### src/msf_pkg.sv
package msf_pkg;

  //////////////////////////////////////////////////////////////////////////
  // timing
  localparam int unsigned CLK_PERIOD_NS = 50;
  localparam int unsigned CODE_WINDOW_NS = 11000;
  // exact division, no rounding needed
  localparam int unsigned CODE_WINDOW_CYC = CODE_WINDOW_NS / CLK_PERIOD_NS;
  localparam logic [7:0] CODE_WIN_LAST = 8'(CODE_WINDOW_CYC - 1);

  //////////////////////////////////////////////////////////////////////////
  // register map: printed offsets are word indices, byte address = 4*index
  localparam int ADDR_W = 12;
  localparam logic [9:0] IDX_STATUS_ONE = 10'h041;
  localparam logic [9:0] IDX_STATUS_TWO = 10'h042;
  localparam logic [9:0] IDX_PIN_CFG = 10'h060;
  localparam logic [9:0] IDX_LIVE_CAUSE = 10'h061;

  // reset values
  localparam logic [7:0] STATUS_RST = 8'h00;
  localparam logic [31:0] RDATA_RST = 32'h0000_0000;

  // status one fields
  localparam int ST1_V25 = 0;
  localparam int ST1_VCORE = 1;
  localparam int ST1_VSUP = 2;
  localparam int ST1_V5_TIMER = 3;
  localparam int ST1_REMOTE_ONE = 4;
  localparam int ST1_LOCAL = 5;
  localparam int ST1_REMOTE_TWO = 6;
  localparam int ST1_ANY_TWO = 7;

  // status two fields
  localparam int ST2_V12_CODE = 0;
  localparam int ST2_OVERHEAT = 1;
  localparam int ST2_FAN_ONE = 2;
  localparam int ST2_FAN_FOUR = 5;
  localparam int ST2_DIODE_ONE = 6;

  // pin configuration register fields
  localparam int CFG_PIN20 = 0;
  localparam int CFG_PIN21 = 1;
  localparam int CFG_PIN14_LO = 2;

  //////////////////////////////////////////////////////////////////////////
  // types
  typedef enum logic [1:0] {
    MSF_P14_TACH = 2'b00,
    MSF_P14_GPIO = 2'b01,
    MSF_P14_TIMER = 2'b10
  } msf_pin14_e;

  typedef struct packed {
    msf_pin14_e pin14_mode;
    logic pin21_code;
    logic pin20_overheat;
  } msf_cfg_s;

  // readings and limits from same-clock measurement logic
  typedef struct packed {
    logic [4:0][7:0] volt;
    logic [4:0][7:0] volt_hi;
    logic [4:0][7:0] volt_lo;
    logic [2:0][7:0] temp;
    logic [2:0][7:0] temp_hi;
    logic [2:0][7:0] temp_lo;
    logic [2:0][7:0] overheat_lim;
    logic [7:0] overheat_hysteresis;
    logic [3:0][15:0] tach;
    logic [3:0][15:0] tach_min;
    logic [2:0] duty_on;
    logic [1:0] diode_fault;
    logic [7:0] overheat_time;
    logic [7:0] overheat_time_lim;
  } msf_meas_s;

  typedef struct packed {
    logic [6:0] st1;
    logic [7:0] st2;
    msf_cfg_s cfg;
    logic [31:0] rdata;
    logic err;
    logic rd_one;
    logic rd_two;
    logic [5:0] code_meta;
    logic [5:0] code_sync;
    logic [5:0] code_ref;
    logic ref_ok;
    logic [7:0] win_cnt;
  } msf_state_s;

  localparam msf_state_s STATE_RST = '0;

endpackage

### src/msf_limit_cmp.sv
`timescale 1ns/100ps
// window comparator: above high limit or at/below low limit
module msf_limit_cmp #(
  parameter int W = 8
) (
  // reading and limits
  input wire logic [W-1:0] value,
  input wire logic [W-1:0] hi,
  input wire logic [W-1:0] lo,
  // result
  output logic fault
);

  // strict above high, inclusive at low
  assign fault = (value > hi) || (value <= lo);

endmodule

### src/msf_status.sv
// The APB slave port was left to the implementer.
`timescale 1ns/100ps
module msf_status (
  // clock and reset
  input wire logic pclk,
  input wire logic presetn,
  // apb slave
  input wire logic psel,
  input wire logic penable,
  input wire logic pwrite,
  input wire logic [msf_pkg::ADDR_W-1:0] paddr,
  input wire logic [31:0] pwdata,
  input wire logic [3:0] pstrb,
  output logic pready,
  output logic [31:0] prdata,
  output logic pslverr,
  // measurement results and limits
  input wire msf_pkg::msf_meas_s meas,
  // cpu voltage code pins, bit 5 shared with the 12v input
  input wire logic [5:0] cpu_voltage_code,
  // multi-function pin 14 as gpio
  output logic gpio_out,
  output logic gpio_oe,
  // alert source
  output logic code_change_alert
);

  ////////////////////////////////////////////////////////////////////////////
  // state
  // every flop of the block lives in r; next_r is what the next edge
  // loads, so reset and clocking stay in a single process
  msf_pkg::msf_state_s r;
  msf_pkg::msf_state_s next_r;

  logic [4:0] volt_fault;
  logic [2:0] temp_fault;
  logic [6:0] cause_one;
  logic [7:0] cause_two;
  logic [7:0] hold_two;
  logic overheat_set;
  logic overheat_hold;
  logic code_change;
  logic win_tick;
  logic timer_over;
  logic fan_four_slow;
  logic [2:0] fan_slow;
  logic setup;
  logic access;
  logic [9:0] idx;
  logic rd_clear_one;
  logic rd_clear_two;
  logic wr_strobe;
  logic gpio_mode;

  ////////////////////////////////////////////////////////////////////////////
  // helpers

  // overheat release floor, saturating at zero
  // a hysteresis above the limit would wrap to a high floor and free
  // the flag at once; clamping keeps it held instead
  function automatic logic [7:0] floor_of(input logic [7:0] lim,
                                          input logic [7:0] hyst);
    floor_of = (lim > hyst) ? 8'(lim - hyst) : 8'h00;
  endfunction

  // slow fan: count above the minimum-speed limit by one or more
  // the count is a period, so a slower fan gives a larger count
  function automatic logic is_slow(input logic [15:0] cnt,
                                   input logic [15:0] lim);
    is_slow = cnt > lim;
  endfunction

  ////////////////////////////////////////////////////////////////////////////
  // limit comparators

  // limits are unsigned bytes; a reading equal to the low limit is a
  // fault, one equal to the high limit is not
  // voltage channels: 2.5v, core, supply, 5v, 12v
  for (genvar i = 0; i < 5; i++) begin : g_volt
    msf_limit_cmp #(.W(8)) u_cmp (
      .value(meas.volt[i]),
      .hi(meas.volt_hi[i]),
      .lo(meas.volt_lo[i]),
      .fault(volt_fault[i])
    );
  end

  // temperature channels: remote one, local, remote two
  // the same window test serves both limits of each channel
  for (genvar i = 0; i < 3; i++) begin : g_temp
    msf_limit_cmp #(.W(8)) u_cmp (
      .value(meas.temp[i]),
      .hi(meas.temp_hi[i]),
      .lo(meas.temp_lo[i]),
      .fault(temp_fault[i])
    );
  end

  ////////////////////////////////////////////////////////////////////////////
  // overheat, fan and timer conditions
  // overheat sets strictly above the limit but holds down to the
  // release floor; between the two the flag neither sets nor clears
  always_comb begin
    overheat_set = 1'b0;
    overheat_hold = 1'b0;
    // any channel over its own limit raises the one overheat flag
    for (int i = 0; i < 3; i++) begin
      if (meas.temp[i] > meas.overheat_lim[i]) begin
        overheat_set = 1'b1;
      end
      // not yet below limit minus hysteresis
      if (meas.temp[i] >= floor_of(meas.overheat_lim[i],
                                   meas.overheat_hysteresis)) begin
        overheat_hold = 1'b1;
      end
    end
    for (int i = 0; i < 3; i++) begin
      // a fan at rest reads as stalled; only a driven fan can be slow
      // duty output off suppresses the flag
      fan_slow[i] = meas.duty_on[i] &&
                    is_slow(meas.tach[i], meas.tach_min[i]);
    end
    // fan four shares the third duty output
    fan_four_slow = meas.duty_on[2] &&
                    is_slow(meas.tach[3], meas.tach_min[3]);
    // measured assertion time against its programmed limit
    timer_over = meas.overheat_time > meas.overheat_time_lim;
  end

  ////////////////////////////////////////////////////////////////////////////
  // code change detection over the 11 us window
  // the window is sampled, not sliding: the synchronised code is
  // compared once per window with the copy taken a window earlier,
  // so a code that changes and returns inside one window goes unseen;
  // ref_ok masks the first tick, which has no reference yet
  assign win_tick = (r.win_cnt == msf_pkg::CODE_WIN_LAST);
  assign code_change = win_tick && r.ref_ok &&
                       (r.code_sync != r.code_ref);

  ////////////////////////////////////////////////////////////////////////////
  // fault causes per status bit
  // a cause is the live condition; it sets the latched flag on every
  // edge at which it is present and blocks a clear while it lasts
  always_comb begin
    cause_one = '0;
    cause_one[msf_pkg::ST1_V25] = volt_fault[0];
    cause_one[msf_pkg::ST1_VCORE] = volt_fault[1];
    cause_one[msf_pkg::ST1_VSUP] = volt_fault[2];
    // bit 3 serves either the 5v channel or the overheat timer
    cause_one[msf_pkg::ST1_V5_TIMER] = r.cfg.pin20_overheat ?
                                       timer_over :
                                       volt_fault[3];
    for (int i = 0; i < 3; i++) begin
      cause_one[msf_pkg::ST1_REMOTE_ONE + i] = temp_fault[i];
    end

    cause_two = '0;
    // bit 0 serves either the 12v channel or the code change detector
    cause_two[msf_pkg::ST2_V12_CODE] = r.cfg.pin21_code ?
                                       code_change :
                                       volt_fault[4];
    cause_two[msf_pkg::ST2_OVERHEAT] = overheat_set;
    // fans one to three on consecutive bits
    for (int i = 0; i < 3; i++) begin
      cause_two[msf_pkg::ST2_FAN_ONE + i] = fan_slow[i];
    end
    // bit 5 follows the role of pin 14; the reserved code never sets
    unique case (r.cfg.pin14_mode)
      msf_pkg::MSF_P14_TACH: begin
        cause_two[msf_pkg::ST2_FAN_FOUR] = fan_four_slow;
      end
      msf_pkg::MSF_P14_GPIO: begin
        cause_two[msf_pkg::ST2_FAN_FOUR] = 1'b0;
      end
      msf_pkg::MSF_P14_TIMER: begin
        cause_two[msf_pkg::ST2_FAN_FOUR] = timer_over;
      end
      default: begin
        cause_two[msf_pkg::ST2_FAN_FOUR] = 1'b0;
      end
    endcase
    // remote diode open or short, one bit per diode
    for (int i = 0; i < 2; i++) begin
      cause_two[msf_pkg::ST2_DIODE_ONE + i] =
        meas.diode_fault[i];
    end

    // what blocks a clear on read
    // overheat releases on a lower threshold than it sets on
    hold_two = cause_two;
    hold_two[msf_pkg::ST2_OVERHEAT] = overheat_hold;
  end

  ////////////////////////////////////////////////////////////////////////////
  // apb decode
  // no wait states: setup takes the read snapshot, and the access cycle
  // returns it and commits writes and clears at its closing edge
  assign setup = psel && !penable;
  assign access = psel && penable;
  assign idx = paddr[msf_pkg::ADDR_W-1:2];

  // read access that may clear the flags of its snapshot
  assign rd_clear_one = access && !pwrite && r.rd_one;
  assign rd_clear_two = access && !pwrite && r.rd_two;
  // only the low byte lane carries register bits
  assign wr_strobe = access && pwrite && pstrb[0];
  // pin 14 driven as a general-purpose output
  assign gpio_mode = (r.cfg.pin14_mode == msf_pkg::MSF_P14_GPIO);

  ////////////////////////////////////////////////////////////////////////////
  // next state
  always_comb begin
    next_r = r;

    // two-stage sync of the code pins
    // the pins are asynchronous: only code_sync, the second flop,
    // feeds any logic
    next_r.code_meta = cpu_voltage_code;
    next_r.code_sync = r.code_meta;

    // window counter and reference sample
    // free-running; it wraps after the last cycle of the window
    if (win_tick) begin
      next_r.win_cnt = 8'h00;
      next_r.code_ref = r.code_sync;
      next_r.ref_ok = 1'b1;
    end else begin
      next_r.win_cnt = 8'(r.win_cnt + 8'h01);
    end

    // setup phase: snapshot read data and remember what was read
    // the snapshot fixes which flags this read may clear: a flag that
    // sets between setup and access is not in it and survives the read
    if (setup) begin
      next_r.rdata = msf_pkg::RDATA_RST;
      next_r.err = 1'b0;
      next_r.rd_one = 1'b0;
      next_r.rd_two = 1'b0;
      // status bits sit in the low byte; upper bits read as zero
      unique case (idx)
        msf_pkg::IDX_STATUS_ONE: begin
          next_r.rdata[7:0] = {|r.st2, r.st1};
          next_r.rd_one = !pwrite;
        end
        msf_pkg::IDX_STATUS_TWO: begin
          next_r.rdata[7:0] = r.st2;
          next_r.rd_two = !pwrite;
        end
        // pin roles: bit 0 pin 20, bit 1 pin 21, bits 3:2 pin 14
        msf_pkg::IDX_PIN_CFG: begin
          next_r.rdata[3:0] = r.cfg;
        end
        // live causes, for diagnosis; reading clears nothing
        msf_pkg::IDX_LIVE_CAUSE: begin
          next_r.rdata[15:0] = {cause_two, |cause_two, cause_one};
        end
        default: begin
          // unmapped: error response, read data stays zero
          next_r.err = 1'b1;
        end
      endcase
    end

    // clear on read: only bits shown in the snapshot whose cause is gone
    // a flag still caused at the clearing edge stays, so no fault that
    // persists is ever lost to a poll
    if (rd_clear_one) begin
      next_r.st1 = r.st1 & ~(r.rdata[6:0] & ~cause_one);
    end
    if (rd_clear_two) begin
      next_r.st2 = r.st2 & ~(r.rdata[7:0] & ~hold_two);
      // in gpio mode bit 5 is the pin level, not a flag: reads keep it
      if (gpio_mode) begin
        next_r.st2[msf_pkg::ST2_FAN_FOUR] =
          r.st2[msf_pkg::ST2_FAN_FOUR];
      end
    end

    // set wins over a clear in the same cycle
    // the set is applied after the clear, so an event on the clearing edge stays
    next_r.st1 = next_r.st1 | cause_one;
    next_r.st2 = next_r.st2 | cause_two;

    // writes: status one ignored, status two only bit 5 as gpio
    // the write comes after the set, and in gpio mode bit 5 has no
    // cause, so the written level is what the pin shows
    if (wr_strobe) begin
      if (idx == msf_pkg::IDX_STATUS_TWO && gpio_mode) begin
        next_r.st2[msf_pkg::ST2_FAN_FOUR] =
          pwdata[msf_pkg::ST2_FAN_FOUR];
      end
      // pin roles; the new role governs the causes from the next cycle
      if (idx == msf_pkg::IDX_PIN_CFG) begin
        next_r.cfg.pin20_overheat = pwdata[msf_pkg::CFG_PIN20];
        next_r.cfg.pin21_code = pwdata[msf_pkg::CFG_PIN21];
        next_r.cfg.pin14_mode = msf_pkg::msf_pin14_e'(
          pwdata[msf_pkg::CFG_PIN14_LO +: 2]);
      end
    end
  end

  ////////////////////////////////////////////////////////////////////////////
  // state register, cleared on reset
  // every flag, mode and the read snapshot start from zero
  always_ff @(posedge pclk or negedge presetn) begin
    if (!presetn) begin
      r <= msf_pkg::STATE_RST;
    end else begin
      r <= next_r;
    end
  end

  ////////////////////////////////////////////////////////////////////////////
  // outputs
  // read data and error come from flops; every transfer is one access
  assign pready = 1'b1; // zero wait states
  assign prdata = r.rdata;
  assign pslverr = r.err && access;
  assign gpio_out = r.st2[msf_pkg::ST2_FAN_FOUR];
  // the pin is driven only while pin 14 serves as an output
  assign gpio_oe = gpio_mode;
  // latched change flag, usable by the alert logic
  // it follows the latched flag, so it stands until a read clears it
  assign code_change_alert = r.cfg.pin21_code &&
                             r.st2[msf_pkg::ST2_V12_CODE];

endmodule

### config.mk
export PLATFORM = sky130hd
export DESIGN_NAME = msf_status
export DESIGN_NICKNAME = d
export VERILOG_FILES = /design/src/msf_pkg.sv /design/src/msf_limit_cmp.sv /design/src/msf_status.sv
export SDC_FILE = /design/constraint.sdc
export NUM_CORES = 1
export LEC_CHECK = 0
export ABC_AREA = 1
export BUFFER_PORTS_ARGS = -buffer_cell sky130_fd_sc_hd__buf_2
export CORE_AREA = 8 8 175 177
export DETAILED_ROUTE_END_ITERATION = 7
export DIE_AREA = 0 0 183 185
export PLACE_DENSITY_LB_ADDON = 0.12
export SLEW_MARGIN = 20
export SYNTH_ARGS = -nofsm -noshare
export SYNTH_HDL_FRONTEND = slang
export SYNTH_SLANG_ARGS = --single-unit
### constraint.sdc
create_clock -name pclk -period 3.5 [get_ports pclk]
set_clock_uncertainty 0.05 [all_clocks]
set_input_delay 0.7 -clock pclk [delete_from_list [all_inputs] [get_ports pclk]]
set_output_delay 0.7 -clock pclk [all_outputs]
set_load 0.01 [all_outputs]
[Yosys cells after proc, flatten, opt, wreduce, memory -nomap -nowiden]
Index checks and enable logic that the tools add are counted.
Word-level totals
  bits in latches: 0
  bits in registers: 65
  input bits: 432
  word-level logic and storage cells: 121
  memory bits (read-only): 0
  memory bits (writable): 0
  memories kept: 0
Operators by class
  add/subtract/negate cells: 4
  equal/unequal tests: 8
  mux-type cells: 24
  bitwise operators: 10
  div/mod/pow operators: 0
  magnitude comparators: 30
  reductions and logical operators: 31
  multipliers: 0
  shift-type cells: 0
Operators by type and width (count)
  $gt A8 B8 Y1: 15
  $gt A16 B16 Y1: 4
  $le A8 B8 Y1: 8
  $mux W8: 6
  $eq A10 B7 Y1 const B: 4
  $ge A8 B8 Y1: 3
  $sub A8 B8 Y8: 3
  $and A8 B8 Y8: 2
  $logic_and A1 B1 Y1: 16
  $not A8 Y8: 2
  $pmux W4 S4: 1
  $reduce_or A8 Y1: 2
  $and A7 B7 Y7: 2
  $mux W1: 14
  $not A7 Y7: 2
  $pmux W4 S3: 1
  $add A8 B1 Y8 const B: 1
  $eq A8 B8 Y1 const B: 1
  $logic_or A1 B1 Y1: 8
  $or A8 B8 Y8: 1
  $mux W7: 1
  $or A7 B7 Y7: 1
  $ne A6 B6 Y1: 1
  $reduce_or A4 Y1: 1
  6 further kinds: 7

[Longest topological paths before layout]
  depth after elaboration: 15
  mapped depth: 23
  gate-level depth less buffers: 23

[Cells and area by module]
Synthesis repeated with hierarchy kept, for this count alone.
Second synthesis, totals
  cell total of the unflattened synthesis: 1576
  area total of the unflattened synthesis: 10577.6 µm²
Modules (own cells, without submodules)
  msf_status: times used 1, area an instance 7144.4 µm², cells an instance 1008
  msf_limit_cmp: times used 8, area an instance 429.2 µm², cells an instance 71

[Worst setup path before layout]
No wires, ideal clock.
  path type: input-to-reg
  start point: in meas[165] (netlist bit)
  end point: reg r[67] (netlist bit)
  data arrival time: 3.215 ns
  path slack: 0.112 ns
  required time: 3.327 ns
  buffers on the path: 0
  cell stages on the path: 21
  setup time: 0.123 ns
  cell sequence: inv_1 ha_1 fa_1 o21ai_1 nand2_1 nand2_1 a21oi_1 nor2_1 nor2_1 o21bai_1 nand2_1 or2_1 ha_1 a21oi_1 o21ai_0 nand2_1 o2111ai_1 nor2_1 nand3_1 o21ai_0 nand2_1
RTL lines
  start: declaration: line msf_status.sv:18  | input wire msf_pkg::msf_meas_s meas,
  end signal: assignment: line msf_status.sv:307  | r <= msf_pkg::STATE_RST;
  end signal: assignment: line msf_status.sv:309  | r <= next_r;
  end: declaration: line msf_status.sv:32  | msf_pkg::msf_state_s r;

==> flow_summary.yaml <==
power:
  power_density_mw_per_mm2: 221
  p_sw_uw: 1010
  power_frac_comb: 0.435
  sw_frac_of_total: 0.339
  ir_drop_mv: 0.236
  clkPwrFrac: 0.307
  p_leak_uw: 0.00819
  power_uw: 2970
  p_seq_frac: 0.257
  intPower_uw: 1960
sta:
  period_needed_ns: 3.40
  hold_slack_ns: 0.301
  slew_violations: 0
  setup_viol_count_final: 0
  rsz0062_at_grt: "true"
  hold_viol_final: 0
  worst_pin_slew_ns: 0.836
  fmaxAchievable_mhz: 294
  fin_crit_sh: 0.973
  relSlewSlack: 0.443
  setup_ws_ns: 0.0958
detailed_routing:
  num_vias: 10800
  drt_iter0_markers: 302
  routed_wl_mm: 34.2
  viasPerCell: 4.60
  ant_nets: 0
  wl_per_cell_um: 14.6
  drtPass1Iterations: 5
  drc: 0
global_route:
  grt_pass1_wl_mm: 53.9
  grt-ovfl-total: 0
  grt_pass1_vias: 11100
  antenna_found_initial: 4
  grt_usage: 0.196
  grt_max_degree: 66
clock_network:
  cts_buffers: 9
  clock_sinks: 65
  cts-root-buf: "clkbuf_16"
  worstSkewPairLatency_ns: 0.32
  htreeDepth: 3
  cts_buffer_depth: 2
  clkSlewWorstSetupHoldPaths_ns: 0.06
  cts_tree: "built"
floorplanning:
  core_sq_mm: 0.0281
  die_w_um: 183
  die_y_um: 185
  num_io_pins: 469
  die_area_sq_mm: 0.0339
  start_util: 0.368
  rows: 62
flow_run:
  cap_violations: 0
synth:
  ys_seq_elements: 65
  synth_cells: 1511
  syn_avg_cell_area_sq_um: 6.84
  synth_ff_type: "dfrtp_1"
  synth_edf_count: 0
  ys_warn_count: 0
  syn-cell-area_sq_mm: 0.0103
  yosysSeqAreaShare: 0.157
  async_flop_share: 1.00
  ys_types: 47
final_layout:
  fin_nets: 2665
  n_fill_cell: 2949
  layout-drive-gt1-share: 0.262
  area_delta_synth_final_pct: 30.0
  final_core_util: 0.479
placed_design:
  portBuffers: 419
  place_hpwl_mm: 30.9
  place.gp.congestion: 0.895
  dpl_worst_slack_ns: -0.428
critical_path:
  cp_max_fo: 3
  endpoint_kind: "flop"
  arrival_ns: 3.57
  required_ns: 3.66
  crit_type: "input pin to flop"
  critPathLaunchType: "input pin"
hold_path:
  hold_class: "flop to flop"
status:
  status: "finished, final reports clean"
final cells by class:
class	count	area, sq um	area share
Timing Repair Buffer	456	2390	0.178
Clock buffer	14	274	0.0204
Clock inverter	2	35.0	0.00261
Antenna cell	3	7.51	0.000558
Inverter	343	1290	0.0960
Sequential cell	65	1630	0.121
Multi-Input combinational cell	1082	7340	0.546
Tap cell	384	480	0.0357
power by group through the flow:
stage	logic (uW)	registers, uW	clock network, uW
final	1290	764	913
after global routing	1510	764	969
after CTS	1270	764	932
after detailed placement	1260	777	0
after global placement	1240	776	0
after floorplan	743	775	0
per-stage QoR:
| step | std cells | setup TNS [ns] | cell area [sq um] |
|---|---|---|---|
| after floorplan | 1526 | 0 | 10400 |
| after global placement | 2327 | -0.416 | 13000 |
| after detailed placement | 2327 | -0.428 | 13000 |
| after CTS | 2343 | 0 | 13300 |
| after global routing | 2347 | -0.0996 | 13400 |
| final | 2349 | 0 | 13400 |
critical path, cell delays in order:
cell and delay [ns]:
buf_8 0.10, ha_4 0.15, fa_2 0.37, o21ai_2 0.16
nand2_1 0.08, nand2_1 0.09, a21oi_2 0.06, nor2_1 0.14
nor2_1 0.06, o21bai_1 0.16, nand2_1 0.12, or2_1 0.27
ha_4 0.25, a21oi_2 0.11, o21ai_1 0.08, nand2_1 0.11
o2111ai_4 0.14, nor2_2 0.12, nand3_1 0.08, o21ai_1 0.13
nand2_1 0.06
cell families after synthesis:
group | count (synthesis) | synth area share
multiplexers | 4 | 0.00436
AND/OR/NAND/NOR | 525 | 0.213
AO/OA/AOI/OAI | 252 | 0.132
adder cells (fa/ha/maj) | 276 | 0.336
other | 2 | 0.000726
flip-flops | 65 | 0.157
XOR/XNOR | 8 | 0.00678
buffers and inverters | 379 | 0.150
placed cells by master (no fill, tap or decap), drive strengths merged, types with 9 or more instances in the layout:
master | netlist | layout
conb | 2 | 17
ha | 273 | 273
nand4 | 28 | 28
clkbuf | 3 | 14
buf | 33 | 456
o21a | 10 | 10
o21ai | 72 | 72
nor3 | 14 | 14
or2 | 9 | 9
nor2 | 114 | 114
inv | 342 | 342
dfrtp | 65 | 65
nand2 | 305 | 305
a21oi | 142 | 142
nand3 | 46 | 46
cell usage after synthesis, types with 13 or more instances:
library cell | count | area, sq um
dfrtp_1 | 65 | 1630
buf_4 | 33 | 248
inv_1 | 328 | 1230
o21ai_1 | 28 | 140
nor3_1 | 13 | 65.1
nand3_1 | 45 | 225
nand2_1 | 304 | 1140
nand4_1 | 28 | 175
a21oi_1 | 141 | 706
inv_2 | 14 | 52.6
o21ai_0 | 44 | 220
ha_1 | 273 | 3420
nor2_1 | 112 | 420
state kept, by name, summed over array words and instances (netlist names):
name and flops:
r 42, prdata 16, next_r 6, gpio_out 1
what timing repair did:
action | CTS | global route
pin swaps | 4 | 25
resized for setup | 3 | 27
setup buffers | 0 | 3
hold buffers | 0 | 0
setup endpoints to repair | 1 | 1
layer usage:
layer / GRT usage / wire, um
met1: 0.227 / 14600
met2: 0.348 / 16100
met3: 0.0571 / 2770
met4: 0.0530 / 821
met5: 0 / 32
final timing paths:
kind / from / to / slack [ns] / depth (start not counted)
setup / recovery: meas[149] / r[67]$_DFF_PN0_ / 0.1 / 21
hold / removal: next_r[19]$_DFF_PN0_ / r[19]$_DFF_PN0_ / 0.30 / 0
setup reg to reg: r[0]$_DFF_PN0_ / prdata[7]$_DFFE_PN0P_ / 1.58 / 12
hold reg to reg: next_r[19]$_DFF_PN0_ / r[19]$_DFF_PN0_ / 0.30 / 0
max in group asynchronous: presetn / r[79]$_DFF_PN0_ / 2.34 / 2
min in group asynchronous: presetn / r[64]$_DFFE_PN0P_ / 0.50 / 2
Power figures use the tool's default switching activity.
